`config.mk`:
```
export PLATFORM = sky130hd
export DESIGN_NAME = srer_cmd_core
export DESIGN_NICKNAME = d
export VERILOG_FILES = /design/src/rtl/srer_pkg.sv /design/src/rtl/srer_elem_if.sv /design/src/rtl/srer_elem_map.sv /design/src/rtl/srer_cmd_core.sv
export SDC_FILE = /design/constraint.sdc
export NUM_CORES = 1
export LEC_CHECK = 0
export ABC_AREA = 1
export BUFFER_PORTS_ARGS = -buffer_cell sky130_fd_sc_hd__buf_2
export CAP_MARGIN = 20
export CORE_MARGIN = 2
export CORE_UTILIZATION = 48
export CTS_CLUSTER_SIZE = 10
export DETAILED_ROUTE_END_ITERATION = 16
export PLACE_DENSITY = 0.85
export SLEW_MARGIN = 40
export SYNTH_ARGS = -nofsm -noshare
export SYNTH_HDL_FRONTEND = slang
export SYNTH_SLANG_ARGS = --single-unit
```
`constraint.sdc`:
```
create_clock -name clk -period 4 [get_ports clk]
set_input_delay 0.8 -clock clk [delete_from_list [all_inputs] [get_ports clk]]
set_output_delay 0.8 -clock clk [all_outputs]
set_load 0.02 [all_outputs]
```
`src/rtl/srer_pkg.sv`:
```
package srer_pkg;

  // Command codes decoded by the interpreter, and the queued error log address
  localparam logic [7:0] CMD_SENSE_REQ = 8'h0B;
  localparam logic [7:0] CMD_ELEM_REMOVE = 8'h7C;
  localparam logic [7:0] CMD_ELEM_RESTORE = 8'h7D;
  localparam logic [7:0] CMD_LOG_READ_PIO = 8'h2F;
  localparam logic [7:0] CMD_LOG_READ_DMA = 8'h47;
  localparam logic [7:0] LOG_QUEUED_ERR = 8'h10;

  // Output field bit positions
  localparam int ERR_ABORT_BIT = 2;
  localparam int STS_SENSE_BIT = 1;
  localparam int STS_ERROR_BIT = 0;
  localparam int LBA_DEFER_BIT = 20;
  localparam int LBA_KEY_LSB = 16;
  localparam int LBA_ASC_LSB = 8;
  localparam int LBA_BEFORE_HI_LSB = 32;

  // Sense codes: {key, additional code, qualifier}
  localparam logic [19:0] SENSE_NONE = 20'h0_00_00;
  localparam logic [19:0] SENSE_UCODE_ACT_REQ = 20'h2_04_26;
  localparam logic [19:0] SENSE_CMD_SEQ_ERR = 20'h5_2C_00;
  localparam logic [19:0] SENSE_BAD_FIELD = 20'h5_24_00;
  localparam logic [19:0] SENSE_BAD_OPCODE = 20'h5_20_00;

  // Register byte offsets
  localparam logic [7:0] REG_CTRL = 8'h00;
  localparam logic [7:0] REG_ELEM_DEPOP = 8'h04;
  localparam logic [7:0] REG_ELEM_ALLOW = 8'h08;
  localparam logic [7:0] REG_SENSE = 8'h0C;
  localparam logic [7:0] REG_INT_STS = 8'h10;
  localparam logic [7:0] REG_INT_MASK = 8'h14;

  // Field positions
  localparam int CTRL_FW_PEND_BIT = 0;
  localparam int SENSE_VALID_BIT = 24;
  localparam int INT_DONE_BIT = 0;
  localparam int INT_ERR_BIT = 1;
  localparam int INT_SENSE_BIT = 2;

  // Reset values
  localparam logic [31:0] CTRL_RESET = 32'h0000_0000;
  localparam logic [2:0] INT_MASK_RESET = 3'h0;

endpackage

```
`src/rtl/srer_elem_if.sv`:
```
`timescale 1ns/10ps
`default_nettype none
interface srer_elem_if #(parameter int NUM_ELEM = 8);
  logic load_depop;
  logic load_allow;
  logic [NUM_ELEM-1:0] load_data;
  logic restore_go;
  logic remove_go;
  logic [15:0] remove_idx;
  logic [NUM_ELEM-1:0] depop;
  logic [NUM_ELEM-1:0] allow;
  logic [31:0] count_before;
  logic [31:0] count_after;
  logic restore_ok;
  logic idx_ok;
  modport ctrl (output load_depop, load_allow, load_data, restore_go, remove_go, remove_idx,
    input depop, allow, count_before, count_after, restore_ok, idx_ok);
  modport elem (input load_depop, load_allow, load_data, restore_go, remove_go, remove_idx,
    output depop, allow, count_before, count_after, restore_ok, idx_ok);
endinterface
`default_nettype wire

```
`src/rtl/srer_elem_map.sv`:
```
`timescale 1ns/10ps
`default_nettype none
module srer_elem_map #(
  parameter int NUM_ELEM = 8
) (
  input wire logic clk, // 20 MHz clock
  input wire logic reset, // Asynchronous, active high
  srer_elem_if.elem bus // Element map controls and results
);

  logic [NUM_ELEM-1:0] depop;
  logic [NUM_ELEM-1:0] allow;
  logic [NUM_ELEM-1:0] remain;
  logic [NUM_ELEM-1:0] idx_hot;
  logic [31:0] cnt_before;
  logic [31:0] cnt_after;

  // Per element: what stays depopulated after a restore, and removal select
  genvar g;
  generate
    for (g = 0; g < NUM_ELEM; g = g + 1) begin : g_elem
      assign remain[g] = depop[g] & ~allow[g];
      assign idx_hot[g] = (bus.remove_idx == 16'(g));
    end
  endgenerate

  always_comb begin
    cnt_before = 32'h0000_0000;
    cnt_after = 32'h0000_0000;
    for (int i = 0; i < NUM_ELEM; i++) begin
      cnt_before = cnt_before + {31'h0000_0000, depop[i]};
      cnt_after = cnt_after + {31'h0000_0000, remain[i]};
    end
  end

  assign bus.depop = depop;
  assign bus.allow = allow;
  assign bus.count_before = cnt_before;
  assign bus.count_after = cnt_after;
  assign bus.restore_ok = (depop == '0) || ((depop & allow) != '0);
  assign bus.idx_ok = |idx_hot;

  always_ff @(posedge clk or posedge reset) begin
    if (reset) begin
      depop <= '0;
    end else if (bus.load_depop) begin
      depop <= bus.load_data;
    end else if (bus.restore_go && bus.restore_ok) begin
      depop <= remain;
    end else if (bus.remove_go) begin
      depop <= depop | idx_hot;
    end
  end

  always_ff @(posedge clk or posedge reset) begin
    if (reset) begin
      allow <= '0;
    end else if (bus.load_allow) begin
      allow <= bus.load_data;
    end
  end

endmodule // srer_elem_map
`default_nettype wire

```
`src/rtl/srer_cmd_core.sv`:
```
// Notes on behaviour
// Removal command aborts with microcode-activation sense while activation is pending.
// Completion with sense-available set always has a sense code stored.
// One sense record; every new event overwrites it.
// Sense discarded on reset, on other accepted commands, after sense request.
// Sense reporting is on from reset, no enabling command needed.
// Code 0Bh is the sense request; its input fields are ignored.
// Sense request returns deferred bit 20, key 19:16, code 15:8, qualifier 7:0.
// Sense from an errored completion is current: deferred bit clear.
// Sense from posted events without failing command is deferred: bit set.
// Sense request status: bit 1 sense available, bit 0 error, bits 5:2 zero.
// Code 7Dh is the restore command; its input fields are ignored.
// Restore brings back depopulated elements whose restoration is allowed.
// Restore succeeds if none depopulated or at least one depopulated element is allowed.
// Restore returns before count in COUNT and LBA 47:32, after count LBA 31:0.
// Restore fails with command-sequence sense when no depopulated element is allowed.
// Restore aborts with microcode-activation sense while activation is pending.
// Aborts set error bit 2 and status bit 0 and store matching sense.
// Sense-available follows the stored record: set on store, clear on discard.
//
// The address-and-strobe port and the register addresses were left to the implementer.
`timescale 1ns/10ps
`default_nettype none
module srer_cmd_core #(
  parameter int NUM_ELEM = 8
) (
  input wire logic clk, // 20 MHz clock
  input wire logic reset, // Asynchronous, active high
  input wire logic cmd_valid, // One-cycle command strobe
  input wire logic [7:0] cmd_code, // Command code
  input wire logic [15:0] cmd_feature, // Feature field
  input wire logic [15:0] cmd_count, // Count field
  input wire logic [47:0] cmd_lba, // LBA field
  output logic done, // One-cycle completion pulse
  output logic [7:0] out_error, // Error output field
  output logic [15:0] out_count, // Count output field
  output logic [47:0] out_lba, // LBA output field
  output logic [7:0] out_status, // Status output field
  output logic sense_avail, // Stored sense record is valid
  input wire logic [7:0] reg_addr, // Register byte address
  input wire logic [31:0] reg_wdata, // Register write data
  input wire logic reg_wr, // Register write strobe
  input wire logic reg_rd, // Register read strobe
  output logic [31:0] reg_rdata, // Read data, cycle after strobe
  output logic irq // Level interrupt
);

  ////////////////////////////////////////////////////////////////////////////
  // Element map

  srer_elem_if #(.NUM_ELEM(NUM_ELEM)) elem_bus ();

  srer_elem_map #(.NUM_ELEM(NUM_ELEM)) u_elem (
    .clk(clk),
    .reset(reset),
    .bus(elem_bus)
  );

  ////////////////////////////////////////////////////////////////////////////
  // Register decode

  logic [31:0] ctrl;
  logic [2:0] int_sts;
  logic [2:0] int_mask;
  logic sense_valid;
  logic sense_defer;
  logic [19:0] sense_code;

  wire hit_ctrl = (reg_addr == srer_pkg::REG_CTRL);
  wire hit_depop = (reg_addr == srer_pkg::REG_ELEM_DEPOP);
  wire hit_allow = (reg_addr == srer_pkg::REG_ELEM_ALLOW);
  wire hit_sense = (reg_addr == srer_pkg::REG_SENSE);
  wire hit_ists = (reg_addr == srer_pkg::REG_INT_STS);
  wire hit_imask = (reg_addr == srer_pkg::REG_INT_MASK);
  wire wr_ctrl = reg_wr && hit_ctrl;
  wire wr_sense = reg_wr && hit_sense;
  wire wr_ists = reg_wr && hit_ists;
  wire wr_imask = reg_wr && hit_imask;
  wire fw_pending = ctrl[srer_pkg::CTRL_FW_PEND_BIT];

  logic [31:0] rd_mux;
  always_comb begin
    if (hit_ctrl) begin
      rd_mux = ctrl;
    end else if (hit_depop) begin
      rd_mux = 32'(elem_bus.depop);
    end else if (hit_allow) begin
      rd_mux = 32'(elem_bus.allow);
    end else if (hit_sense) begin
      rd_mux = {7'h00, sense_valid, 3'h0, sense_defer, sense_code};
    end else if (hit_ists) begin
      rd_mux = {29'h0000_0000, int_sts};
    end else if (hit_imask) begin
      rd_mux = {29'h0000_0000, int_mask};
    end else begin
      // Unmapped addresses read as zero
      rd_mux = 32'h0000_0000;
    end
  end

  assign elem_bus.load_depop = reg_wr && hit_depop;
  assign elem_bus.load_allow = reg_wr && hit_allow;
  assign elem_bus.load_data = reg_wdata[NUM_ELEM-1:0];

  ////////////////////////////////////////////////////////////////////////////
  // Command decode

  wire is_sense_req = (cmd_code == srer_pkg::CMD_SENSE_REQ);
  wire is_restore = (cmd_code == srer_pkg::CMD_ELEM_RESTORE);
  wire is_remove = (cmd_code == srer_pkg::CMD_ELEM_REMOVE);
  wire is_log_read = (cmd_code == srer_pkg::CMD_LOG_READ_PIO) ||
    (cmd_code == srer_pkg::CMD_LOG_READ_DMA);
  wire reads_err_log = is_log_read && (cmd_lba[7:0] == srer_pkg::LOG_QUEUED_ERR);
  wire is_known = is_sense_req || is_restore || is_remove || is_log_read;

  wire restore_go = cmd_valid && is_restore && !fw_pending;
  wire remove_go = cmd_valid && is_remove && !fw_pending && elem_bus.idx_ok;
  assign elem_bus.restore_go = restore_go;
  assign elem_bus.remove_go = remove_go;
  // Element identifier low half sits in the count field
  assign elem_bus.remove_idx = cmd_count;

  // Failure cause and its sense code
  logic fail;
  logic [19:0] fail_code;
  always_comb begin
    fail = 1'b0;
    fail_code = srer_pkg::SENSE_NONE;
    if (!is_known) begin
      fail = 1'b1;
      fail_code = srer_pkg::SENSE_BAD_OPCODE;
    end else if ((is_remove || is_restore) && fw_pending) begin
      fail = 1'b1;
      fail_code = srer_pkg::SENSE_UCODE_ACT_REQ;
    end else if (is_restore && !elem_bus.restore_ok) begin
      fail = 1'b1;
      fail_code = srer_pkg::SENSE_CMD_SEQ_ERR;
    end else if (is_remove && !elem_bus.idx_ok) begin
      fail = 1'b1;
      fail_code = srer_pkg::SENSE_BAD_FIELD;
    end
  end

  wire cmd_fail = cmd_valid && fail;
  // The queued error log read keeps the record so it can be fetched afterwards
  wire cmd_discard = cmd_valid && !reads_err_log;
  wire post_event = wr_sense;

  ////////////////////////////////////////////////////////////////////////////
  // Sense record
  // Applied in order, each overriding the last: discard, then a posted event, then the
  // failing command itself, so a failing command wins over a posted event in the same cycle.

  logic next_valid;
  logic next_defer;
  logic [19:0] next_code;
  always_comb begin
    next_valid = sense_valid;
    next_defer = sense_defer;
    next_code = sense_code;
    if (cmd_discard) begin
      next_valid = 1'b0;
    end
    if (post_event) begin
      next_valid = 1'b1;
      next_defer = 1'b1;
      next_code = reg_wdata[19:0];
    end
    if (cmd_fail) begin
      next_valid = 1'b1;
      next_defer = 1'b0;
      next_code = fail_code;
    end
  end

  // Reporting needs no enable: the record works from reset onward
  always_ff @(posedge clk or posedge reset) begin
    if (reset) begin
      sense_valid <= 1'b0;
      sense_defer <= 1'b0;
      sense_code <= srer_pkg::SENSE_NONE;
    end else begin
      sense_valid <= next_valid;
      sense_defer <= next_defer;
      sense_code <= next_code;
    end
  end

  ////////////////////////////////////////////////////////////////////////////
  // Output fields

  logic [7:0] next_error;
  logic [15:0] next_count;
  logic [47:0] next_lba;
  logic [7:0] next_status;
  always_comb begin
    next_error = 8'h00;
    next_count = 16'h0000;
    next_lba = 48'h0000_0000_0000;
    next_status = 8'h00;
    if (cmd_fail) begin
      next_error[srer_pkg::ERR_ABORT_BIT] = 1'b1;
      next_status[srer_pkg::STS_ERROR_BIT] = 1'b1;
      next_status[srer_pkg::STS_SENSE_BIT] = 1'b1;
    end else if (is_sense_req) begin
      if (sense_valid) begin
        next_lba[srer_pkg::LBA_DEFER_BIT] = sense_defer;
        next_lba[srer_pkg::LBA_KEY_LSB +: 4] = sense_code[19:16];
        next_lba[srer_pkg::LBA_ASC_LSB +: 8] = sense_code[15:8];
        next_lba[7:0] = sense_code[7:0];
      end
      next_status[srer_pkg::STS_SENSE_BIT] = sense_valid;
    end else begin
      if (is_restore) begin
        next_count = elem_bus.count_before[15:0];
        next_lba[srer_pkg::LBA_BEFORE_HI_LSB +: 16] = elem_bus.count_before[31:16];
        next_lba[31:0] = elem_bus.count_after;
      end
      next_status[srer_pkg::STS_SENSE_BIT] = next_valid;
    end
  end

  always_ff @(posedge clk or posedge reset) begin
    if (reset) begin
      done <= 1'b0;
      out_error <= 8'h00;
      out_count <= 16'h0000;
      out_lba <= 48'h0000_0000_0000;
      out_status <= 8'h00;
    end else begin
      done <= cmd_valid;
      if (cmd_valid) begin
        out_error <= next_error;
        out_count <= next_count;
        out_lba <= next_lba;
        out_status <= next_status;
      end
    end
  end

  always_ff @(posedge clk or posedge reset) begin
    if (reset) begin
      sense_avail <= 1'b0;
    end else begin
      sense_avail <= next_valid;
    end
  end

  ////////////////////////////////////////////////////////////////////////////
  // Registers and interrupt

  logic [2:0] int_set;
  assign int_set = {post_event || cmd_fail, cmd_fail, cmd_valid};

  // A set arriving with a write-one clear wins, so no event is lost
  wire [2:0] next_int_sts = (int_sts & ~(wr_ists ? reg_wdata[2:0] : 3'h0)) | int_set;

  always_ff @(posedge clk or posedge reset) begin
    if (reset) begin
      ctrl <= srer_pkg::CTRL_RESET;
      int_sts <= 3'h0;
      int_mask <= srer_pkg::INT_MASK_RESET;
    end else begin
      if (wr_ctrl) begin
        ctrl <= {31'h0000_0000, reg_wdata[srer_pkg::CTRL_FW_PEND_BIT]};
      end
      if (wr_imask) begin
        int_mask <= reg_wdata[2:0];
      end
      int_sts <= next_int_sts;
    end
  end

  always_ff @(posedge clk or posedge reset) begin
    if (reset) begin
      reg_rdata <= 32'h0000_0000;
      irq <= 1'b0;
    end else begin
      reg_rdata <= reg_rd ? rd_mux : 32'h0000_0000;
      irq <= |(next_int_sts & int_mask);
    end
  end

endmodule // srer_cmd_core
`default_nettype wire

```
==> results of run 1 <==
==> cell usage after synthesis (3+ instances only) <==
master	instances	area, um2
o21ai_2	3	26.3
dfrtp_1	96	2400
o211ai_1	5	37.5
o21ai_0	51	255
a21oi_1	7	35.0
o22ai_1	5	31.3
o221ai_1	3	26.3
o2111ai_1	3	26.3
buf_4	66	495
nand2_1	154	578
nor3_1	14	70.1
fa_1	8	160
nor3b_1	4	30.0
nor2_2	4	25.0
nand2_2	6	37.5
o21ai_1	10	50.1
nand4_1	6	37.5
nand3_1	45	225
ha_1	7	87.6
nor2_1	52	195
a22o_1	5	43.8
nor2_4	5	56.3
a31oi_1	4	25.0
buf_2	6	30.0
clkbuf_1	8	30.0
inv_1	82	308
==> flip-flops by register name (all words and copies together), names as in the netlist, 2 cells and up <==
signal,cells
int_mask,3
int_sts,3
out_count,4
out_lba,21
out_status,2
reg_rdata,22
sense_code,20
u_elem.bus.allow,8
u_elem.bus.depop,8
==> kinds of logic after synthesis <==
logic type / after synthesis
compound gates: 101
xor+xnor: 2
fa+ha+maj: 15
buf+inv: 168
flops: 96
mux: 1
other cells: 1
simple gates: 305
==> worst max-delay path, delay by kind of cell, from the launching register on <==
kind	cells	cell delay [ns]
buffers and inverters	2	0.20
DFF	1	0.43
adders and majority gates	5	2.04
xor gates and xnor gates	1	0.16
and+or+nand+nor	1	0.07
AOI/OAI and AO/OA	2	0.44
==> layout make-up <==
class	count	area, um2
Clock inverter	5	62.6
Fill cell	1079	5050
Inverter	86	327
Tap cell	143	179
Multi-Input combinational cell	486	2540
Timing Repair Buffer	122	623
Sequential cell	96	2400
Clock buffer	11	233
==> power by group <==
| group | internal, mW | leakage [nW] | switching (mW) |
|---|---|---|---|
| clock network | 0.490 | 0.137 | 0.383 |
| registers | 0.991 | 1.25 | 0.0173 |
| logic | 0.129 | 1.98 | 0.272 |
==> final timing paths <==
kind | from | endpoint | slack [ns] | cells after the start
max | u_elem.bus.depop[0] | out_lba[2] | 0.60 | 11
min | out_lba[9] | out_lba[9] | 0.48 | 2
max reg2reg | u_elem.bus.depop[0] | out_lba[2] | 0.60 | 11
min reg2reg | out_lba[9] | out_lba[9] | 0.48 | 2
max in group asynchronous | reset | reg_rdata[4] | 2.72 | 3
min in group asynchronous | reset | out_count[3] | 0.52 | 2
==> metal layers <==
| metal | share of wire, % | global-route usage [%] |
|---|---|---|
| met1 | 42 | 28.5 |
| met2 | 49 | 36.2 |
| met3 | 6.5 | 3.29 |
| met4 | 2.8 | 10.0 |
| met5 | 0 | 0 |
==> metrics by stage <==
step | power, mW | cell area [um2] | hold slack [ns]
final | 2.28 | 6360 | 0.476
after CTS | 2.29 | 6360 | 0.485
after detailed placement | 1.42 | 6070 | 0.467
after global routing | 2.39 | 6360 | 0.506
after global placement | 1.41 | 6070 | 0.458
after floorplan | 1.36 | 5840 | 0.452
==> results.yml, run 1 <==
outcome:
  status: "complete, no violations"
yosys:
  synth-async-reset-ratio_pct: 100
  synth_fa_ha_area_share_pct: 4.41
  yosys.area_share.xor_xnor_pct: 0.312
  synth_compound_area_share_pct: 10.7
  synth-edff-count: 0
  ys_ff_latch: 96
  synth.area.mux_share_pct: 0.201
  yosys_warnings: 0
  ys_types: 49
  synth_top_family_by_area: "simple AND/OR/NAND/NOR gates"
  synth_area_um2: 5610
  synth_simple_gate_area_share_pct: 25.5
  ys.flop_type: "dfrtp_1"
  syn_inst: 689
  synth-seq-area-share_pct: 42.8
  syn_area_per_cell_um2: 8.15
floorplan:
  die-height_um: 112
  rows: 39
  die-area_um2: 12600
  die_width_um: 112
  initial_core_util_pct: 49.2
  io_pins: 248
  core_um2: 11400
cells_and_area:
  area_growth_pct: 13.4
  fin_util_pct: 55.7
  final_cell_mix: "154 x nand2_1, 117 x buf_2, 96 x dfrtp_1"
  nets: 949
  layout-drive-gt1-share_pct: 21.1
  antenna_cells: 0
  layout_commonest_cell: "nand2_1"
  stdcell_count: 949
route:
  firstDrtPassIters: 5
  ant_nets: 0
  vias: 4758
  drc: 0
  drt-total-wl_mm: 13.6
  drt_iter0_drc: 436
  wl_per_cell_um: 14.3
  avgViaCountPerCell: 5.01
placement:
  globalplace.congestion: 0.968
  dp_hpwl_mm: 10.3
  port_buffers: 117
  dp_cells: 933
  pre_cts_ws_ns: 0.668
clock_network:
  postCtsSetupBuffers: 0
  cts_buffer_depth: 2
  cts_tree: "yes"
  clkLatencyLatePin_ns: 0.35
  cts_root_buf: "clkbuf_16"
  numCtsBuffers: 9
  ctsHoldBuffers: 0
  cts-resized-gates: 0
  htree_levels: 3
  clkTransAtPathRegs_ns: 0.07
  clock-sinks: 96
sta:
  period_share_pct: 85.0
  final_hold_viol_count: 0
  rsz0062_at_grt: "false"
  worst_pin_slew_ns: 0.623
  slew_headroom_pct: 58.4
  tns_ns: 0
  setup_viol: 0
  slew_viol_final: 0
  period_minus_slack_ns: 3.40
  max_freq_ghz: 0.294
  fin_worst_skew_ns: 0.0100
  timing.final.ws_setup_ns: 0.599
job:
  cap_violations: 0
grt:
  grtUsageTotal_pct: 21.8
  grt-ovfl-total: 0
  antenna_found_initial: 0
  grt_max_degree: 51
  grt_pass1_wl_mm: 21.8
  grt_pass1_vias: 4538
setup_path:
  critPathMaxStageDelay_ns: 0.48
  critPathMaxFanout: 4
  crit_chain: "inv_1 > nor2_1 > ha_1 > inv_1 > fa_1 > fa_1 > fa_1 > fa_1 > xor2_1 > o32ai_1 > a22o_1"
  crit_required_ns: 4.29
  critPathKind: "reg2reg"
  crit_top_cell: "fa_1"
  cp-end-kind: "flop"
  crit_slowest_cell: "fa_1"
  worstSetupStartpointType: "flop"
  cp_data_arrival_time_ns: 3.69
power:
  ir_drop_uv: 218
  leakage_nw: 3.37
  powerDensity_nw_per_um2: 359
min_path:
  hold_path.class: "reg2reg"
No activity file was read; power rests on OpenSTA's default activity.
==> run 2, diff against run 1 <==
--- a/config.mk
+++ b/config.mk
@@ -8,8 +8,10 @@
 export ABC_AREA = 1
 export BUFFER_PORTS_ARGS = -buffer_cell sky130_fd_sc_hd__buf_2
 export CAP_MARGIN = 20
+export CELL_PAD_IN_SITES_DETAIL_PLACEMENT = 1
+export CELL_PAD_IN_SITES_GLOBAL_PLACEMENT = 1
 export CORE_MARGIN = 2
-export CORE_UTILIZATION = 48
+export CORE_UTILIZATION = 34
 export CTS_CLUSTER_SIZE = 10
 export DETAILED_ROUTE_END_ITERATION = 16
 export PLACE_DENSITY = 0.85
==> constraint.sdc (replaced) <==
create_clock -name clk -period 3.2 [get_ports clk]
set_input_delay 0.64 -clock clk [delete_from_list [all_inputs] [get_ports clk]]
set_output_delay 0.64 -clock clk [all_outputs]
set_load 0.02 [all_outputs]
==> results.yml, run 2 (synthesis results as in run 1) <==
sta:
  slew_headroom_pct: 58.5
  slew_viol_final: 0
  max_freq_ghz: 0.319
  fin_worst_hold_slack_ns: 0.332
  period_share_pct: 97.9
  worst_pin_slew_ns: 0.620
  rsz0062_at_grt: "true"
  setup_viol: 0
  period_minus_slack_ns: 3.13
  timing.final.ws_setup_ns: 0.0683
  fin_worst_skew_ns: 0.00979
  final_hold_viol_count: 0
setup_path:
  crit_required_ns: 3.48
  rrSetupSlack_ns: 0.07
  r2r_cells: 11
  critPathKind: "reg2reg"
  reg2reg_from: "u_elem.bus.depop[0]"
  cp_data_arrival_time_ns: 3.42
  critPathMaxFanout: 2
  worstSetupStartpointType: "flop"
  cp-end-kind: "flop"
  timing.rr.end: "out_lba[2]"
cells_and_area:
  antenna_cells: 0
  area_growth_pct: 17.6
  largest_reg_flops: 22
  fin_util_pct: 41.3
  layout_commonest_cell: "nand2_1"
  stdcell_count: 1033
  layout-drive-gt1-share_pct: 23.5
  nets: 960
  largest_registers: "reg_rdata (22), out_lba (21), sense_code (20)"
  final_cell_mix: "154 x nand2_1, 117 x buf_2, 96 x dfrtp_1"
  regMostFlops: "reg_rdata"
route:
  avgViaCountPerCell: 4.73
  firstDrtPassIters: 4
  drt_iter0_drc: 307
  wl_per_cell_um: 16.1
  drc: 0
  ant_nets: 0
  drt-total-wl_mm: 16.7
  vias: 4889
placement:
  pre_cts_ws_ns: -0.110
  dp_cells: 1017
  port_buffers: 117
  globalplace.congestion: 0.876
  dp_hpwl_mm: 12.5
floorplan:
  die-area_um2: 17600
  die_width_um: 133
  initial_core_util_pct: 35.1
  rows: 46
  core_um2: 16000
  die-height_um: 133
  io_pins: 248
grt:
  grt_max_degree: 59
  antenna_found_initial: 0
  grt_pass1_wl_mm: 26.9
  grtUsageTotal_pct: 19.2
  grt-ovfl-total: 0
  grt_pass1_vias: 5104
clock_network:
  ctsHoldBuffers: 0
  numCtsBuffers: 9
  cts_tree: "yes"
  cts_buffer_depth: 2
  htree_levels: 3
  cts_root_buf: "clkbuf_16"
  clock-sinks: 96
  clkTransAtPathRegs_ns: 0.07
  clkLatencyLatePin_ns: 0.35
job:
  cap_violations: 0
power:
  ir_drop_uv: 275
  powerDensity_nw_per_um2: 448
  leakage_nw: 3.44
outcome:
  status: "complete, no violations"
min_path:
  hold_path.class: "in2async"
-- run 2: cell types whose count changed in the layout (fill, tap and decap cells not counted), moves of 3 or more --
cell / previous run / this run
inv_2: 2 / 5
buf_4: 5 / 15
fa_2: 0 / 3
nor2_4: 5 / 8
inv_1: 81 / 78
nor2_1: 52 / 49
fa_1: 8 / 5
-- run 2: worst max path at each step --
stage,startpoint,to,cells after the start
2_1_floorplan,u_elem.bus.depop[0],out_lba[2],11
3_3_place_gp,u_elem.bus.allow[1],out_lba[2],10
3_5_place_dp,u_elem.bus.depop[0],out_lba[2],11
4_1_cts,u_elem.bus.depop[1],out_lba[2],11
5_1_grt,u_elem.bus.depop[1],out_lba[2],11
6_report,u_elem.bus.depop[0],out_lba[2],11
-- run 2: per-stage QoR --
step                      cell area [um2]  total power, mW  setup TNS [ns]
after floorplan                      5840             1.70               0
after global placement               6260             1.81         -0.0287
after detailed placement             6260             1.84          -0.136
after global routing                 6600             3.10         -0.0339
final                                6600             2.96               0
after CTS                            6570             2.97               0
-- run 2: area by class of cell --
cell class              instances  area, um2
clock buffers                  11        233
repair buffers                133        718
multi-input cells             486       2590
flip-flops and latches         96       2400
clock inverters                 5       63.8
fillers                      2032       9400
well taps                     216        270
inverters                      86        327
-- run 2: critical path: stages (launching register included) --
cell and delay (ns):
dfrtp_1 0.40, inv_2 0.09, nor2_4 0.04, ha_4 0.26, inv_2 0.03, fa_1 0.49
fa_1 0.46, fa_2 0.40, fa_2 0.35, xor2_1 0.15, o32ai_1 0.24, a22o_1 0.16
-- run 2: routing by layer --
| metal | track usage, % | up-vias | share of wire (%) |
|---|---|---|---|
| met3 | 4.06 | 26 | 5.9 |
| met4 | 5.68 | 0 | 1.8 |
| met2 | 33.4 | 162 | 50 |
| li1 | - | 2339 | - |
| met5 | 0 | - | 0 |
| met1 | 24.1 | 2362 | 43 |
-- run 2: timing repair --
action / in CTS / in global routing
setup buffers: 0 / 0
pin swaps: 4 / 0
setup endpoints to repair: 2 / 4
resized for setup: 5 / 9
-- run 2: power by group --
part | switching [mW] | total (mW) | leakage [nW] | internal [mW]
clock | 0.483 | 1.10 | 0.141 | 0.614
sequential | 0.0225 | 1.26 | 1.25 | 1.24
combinational | 0.394 | 0.601 | 2.04 | 0.206
==> run 3, diff against run 2 <==
--- a/config.mk
+++ b/config.mk
@@ -11,11 +11,12 @@
 export CELL_PAD_IN_SITES_DETAIL_PLACEMENT = 1
 export CELL_PAD_IN_SITES_GLOBAL_PLACEMENT = 1
 export CORE_MARGIN = 2
-export CORE_UTILIZATION = 34
+export CORE_UTILIZATION = 37
 export CTS_CLUSTER_SIZE = 10
 export DETAILED_ROUTE_END_ITERATION = 16
-export PLACE_DENSITY = 0.85
+export PLACE_DENSITY_LB_ADDON = 0.1
 export SLEW_MARGIN = 40
 export SYNTH_ARGS = -nofsm -noshare
 export SYNTH_HDL_FRONTEND = slang
+export SYNTH_HIERARCHICAL = 1
 export SYNTH_SLANG_ARGS = --single-unit
==> constraint.sdc (replaced) <==
create_clock -name clk -period 3.2 [get_ports clk]
set_input_delay 0.32 -clock clk [delete_from_list [all_inputs] [get_ports clk]]
set_output_delay 0.32 -clock clk [all_outputs]
set_load 0.02 [all_outputs]
==> results.yml, run 3 <==
outcome:
  status: "complete, no violations"
yosys:
  synth_fa_ha_area_share_pct: 2.98
  synth_simple_gate_area_share_pct: 24.2
  synth-async-reset-ratio_pct: 100
  syn_area_per_cell_um2: 7.81
  synth.largest_area_cell: "dfrtp_1"
  ys_ff_latch: 135
  synth_top_area_share_pct: 45.3
  yosys.area_share.xor_xnor_pct: 0.235
  synth-seq-area-share_pct: 45.3
  netlist_top_cells_area: "dfrtp_1 45%, nand2_1 12%, buf_4 8.1%"
  syn_inst: 956
  synth_common_cells: "237 x nand2_1, 135 x dfrtp_1, 114 x inv_1, 81 x buf_4, 75 x nand3_1"
  ys.flop_type: "dfrtp_1"
  synth_area_um2: 7460
  synth.area.mux_share_pct: 0.755
  ys_types: 37
  synth_compound_area_share_pct: 9.79
  synth-edff-count: 0
  synth.most_common_cell: "nand2_1"
  synth_top_family_by_area: "simple AND/OR/NAND/NOR gates"
  yosys_warnings: 6
placement:
  pre_cts_ws_ns: -0.0876
  dp_hpwl_mm: 15.5
  globalplace.congestion: 0.794
  placed_area_um2: 8290
  port_buffers: 156
clock_network:
  postCtsSetupBuffers: 0
  clkTransAtPathRegs_ns: 0.06
  htree_levels: 4
  cts_root_buf: "clkbuf_16"
  cts_tree: "yes"
  numCtsBuffers: 17
  clock-sinks: 135
  clkLatencyLatePin_ns: 0.43
  cts_buffer_depth: 2
setup_path:
  critPathMaxStageDelay_ns: 0.58
  crit_slowest_cell: "fa_1"
  worst-path-buf-inv: 4
  crit_chain: "inv_2 > nand2_2 > fa_1 > inv_1 > fa_1 > fa_2 > inv_2 > fa_1 > inv_2 > ha_4 > xnor2_2 > nand3_1 > o21ai_1 > nand3_1 > nand2_1"
  cp_data_arrival_time_ns: 3.53
  cp-end-kind: "flop"
  cp_top_family: "adder cells"
  rrSetupSlack_ns: 0.03
  critPathKind: "reg2reg"
  critPathMaxFanout: 2
  crit_required_ns: 3.56
  worstSetupStartpointType: "flop"
sta:
  slew_viol_final: 0
  setup_viol: 0
  tns_ns: 0
  slew_headroom_pct: 52.2
  fin_worst_skew_ns: 0.0117
  final_hold_viol_count: 0
  period_share_pct: 99.0
  period_minus_slack_ns: 3.17
  rsz0062_at_grt: "true"
  timing.final.ws_setup_ns: 0.0336
  worst_pin_slew_ns: 0.717
  max_freq_ghz: 0.316
floorplan:
  die-area_um2: 21300
  die_width_um: 146
  die-height_um: 146
  core_um2: 19700
  rows: 51
  io_pins: 248
  initial_core_util_pct: 38.0
grt:
  grt_pass1_vias: 6504
  grt.busiest_layer: "met2"
  met2_usage_pct: 33.7
  grt-ovfl-total: 0
  use_met3_pct: 3.72
  antenna_found_initial: 0
  grt_pass1_wl_mm: 34.9
  grt_max_degree: 67
  grtUsageTotal_pct: 20.6
  grt_use_met1_pct: 28.1
power:
  power_switching_mw: 1.05
  ir_drop_uv: 345
  swShare_pct: 25.8
  clkPwrFrac_pct: 49.5
  powerDensity_nw_per_um2: 453
  p_seq_share_pct: 43.1
  pwr-share-comb_pct: 7.5
  leakage_nw: 4.76
  p_total_mw: 4.06
  p_int_mw: 3.01
job:
  cap_violations: 0
route:
  firstDrtPassIters: 4
  drt-total-wl_mm: 21.3
  drc: 0
  avgViaCountPerCell: 4.57
  ant_nets: 0
  vias: 6386
  drt_iter0_drc: 273
  wl_per_cell_um: 15.2
cells_and_area:
  antenna_cells: 0
  largest_reg_flops: 48
  layout-drive-gt1-share_pct: 22.8
  fin_area_um2: 8970
  area_growth_pct: 20.2
  layout_commonest_cell: "nand2_1"
  final_cell_mix: "235 x nand2_1, 156 x buf_2, 134 x dfrtp_1"
  largest_registers: "out_lba (48), reg_rdata (22), sense_code (20)"
  nets: 1266
  regMostFlops: "out_lba"
min_path:
  hold_path.class: "in2reg"
run 3: layout make-up:
type	instances	area (um2)
clock buffer	19	443
clock inverter	13	160
fill	2517	10700
inverter	124	469
multi-input combinational	660	3160
sequential	135	3380
tap	265	332
timing repair buffer	182	1020
run 3: repair_timing:
item / in CTS / in global routing
endpoints found under the hold margin: 0 / 10
hold buffers: 0 / 1
endpoints found under the setup margin: 3 / 4
pin swaps: 4 / 5
resized for setup: 14 / 2
run 3: final timing paths:
check | startpoint | depth (start not counted) | endpoint
max reg2reg | u_elem/bus.allow[3] | 15 | out_lba[2]
min | reg_wdata[12] | 3 | sense_code[12]
min in group asynchronous | reset | 3 | out_lba[41]
max in group asynchronous | reset | 5 | reg_rdata[2]
max | u_elem/bus.allow[3] | 15 | out_lba[2]
min reg2reg | out_lba[3] | 2 | out_lba[3]
run 3: kinds of logic after synthesis:
group / Yosys count
simple gates: 421
buf+inv: 238
xor+xnor: 2
compound gates: 140
mux: 5
flops: 135
other cells: 2
fa+ha+maj: 13
run 3: worst min-delay path, delay by kind of cell:
family,cells,cell delay (ns)
buf+inv,1,0.08
compound gates,1,0.07
simple gates,1,0.06
run 3: through the flow:
stage	std cells	hold WS (ns)	utilization [%]
2_1_floorplan	1033	0.234	-
4_1_cts	1396	0.0523	45.4
3_5_place_dp	1364	0.462	42.2
3_3_place_gp	1364	0.460	42.2
6_report	1398	0.141	45.6
5_1_grt	1398	0.145	45.6
run 3: power by group through the flow:
stage	clock network (mW)	logic, mW	registers, mW
6_report	2.01	0.304	1.75
5_1_grt	2.12	0.347	1.75
4_1_cts	2.05	0.301	1.75
3_5_place_dp	0	0.299	1.78
3_3_place_gp	0	0.296	1.78
2_1_floorplan	0	0.244	1.78
run 3: metal layers:
layer | wire (um) | part of all wire [%] | vias up
li1 | - | - | 3188
met1 | 9920 | 47 | 3042
met2 | 10200 | 48 | 147
met3 | 1020 | 4.8 | 9
met4 | 138 | 0.65 | 0
met5 | 0 | 0 | -
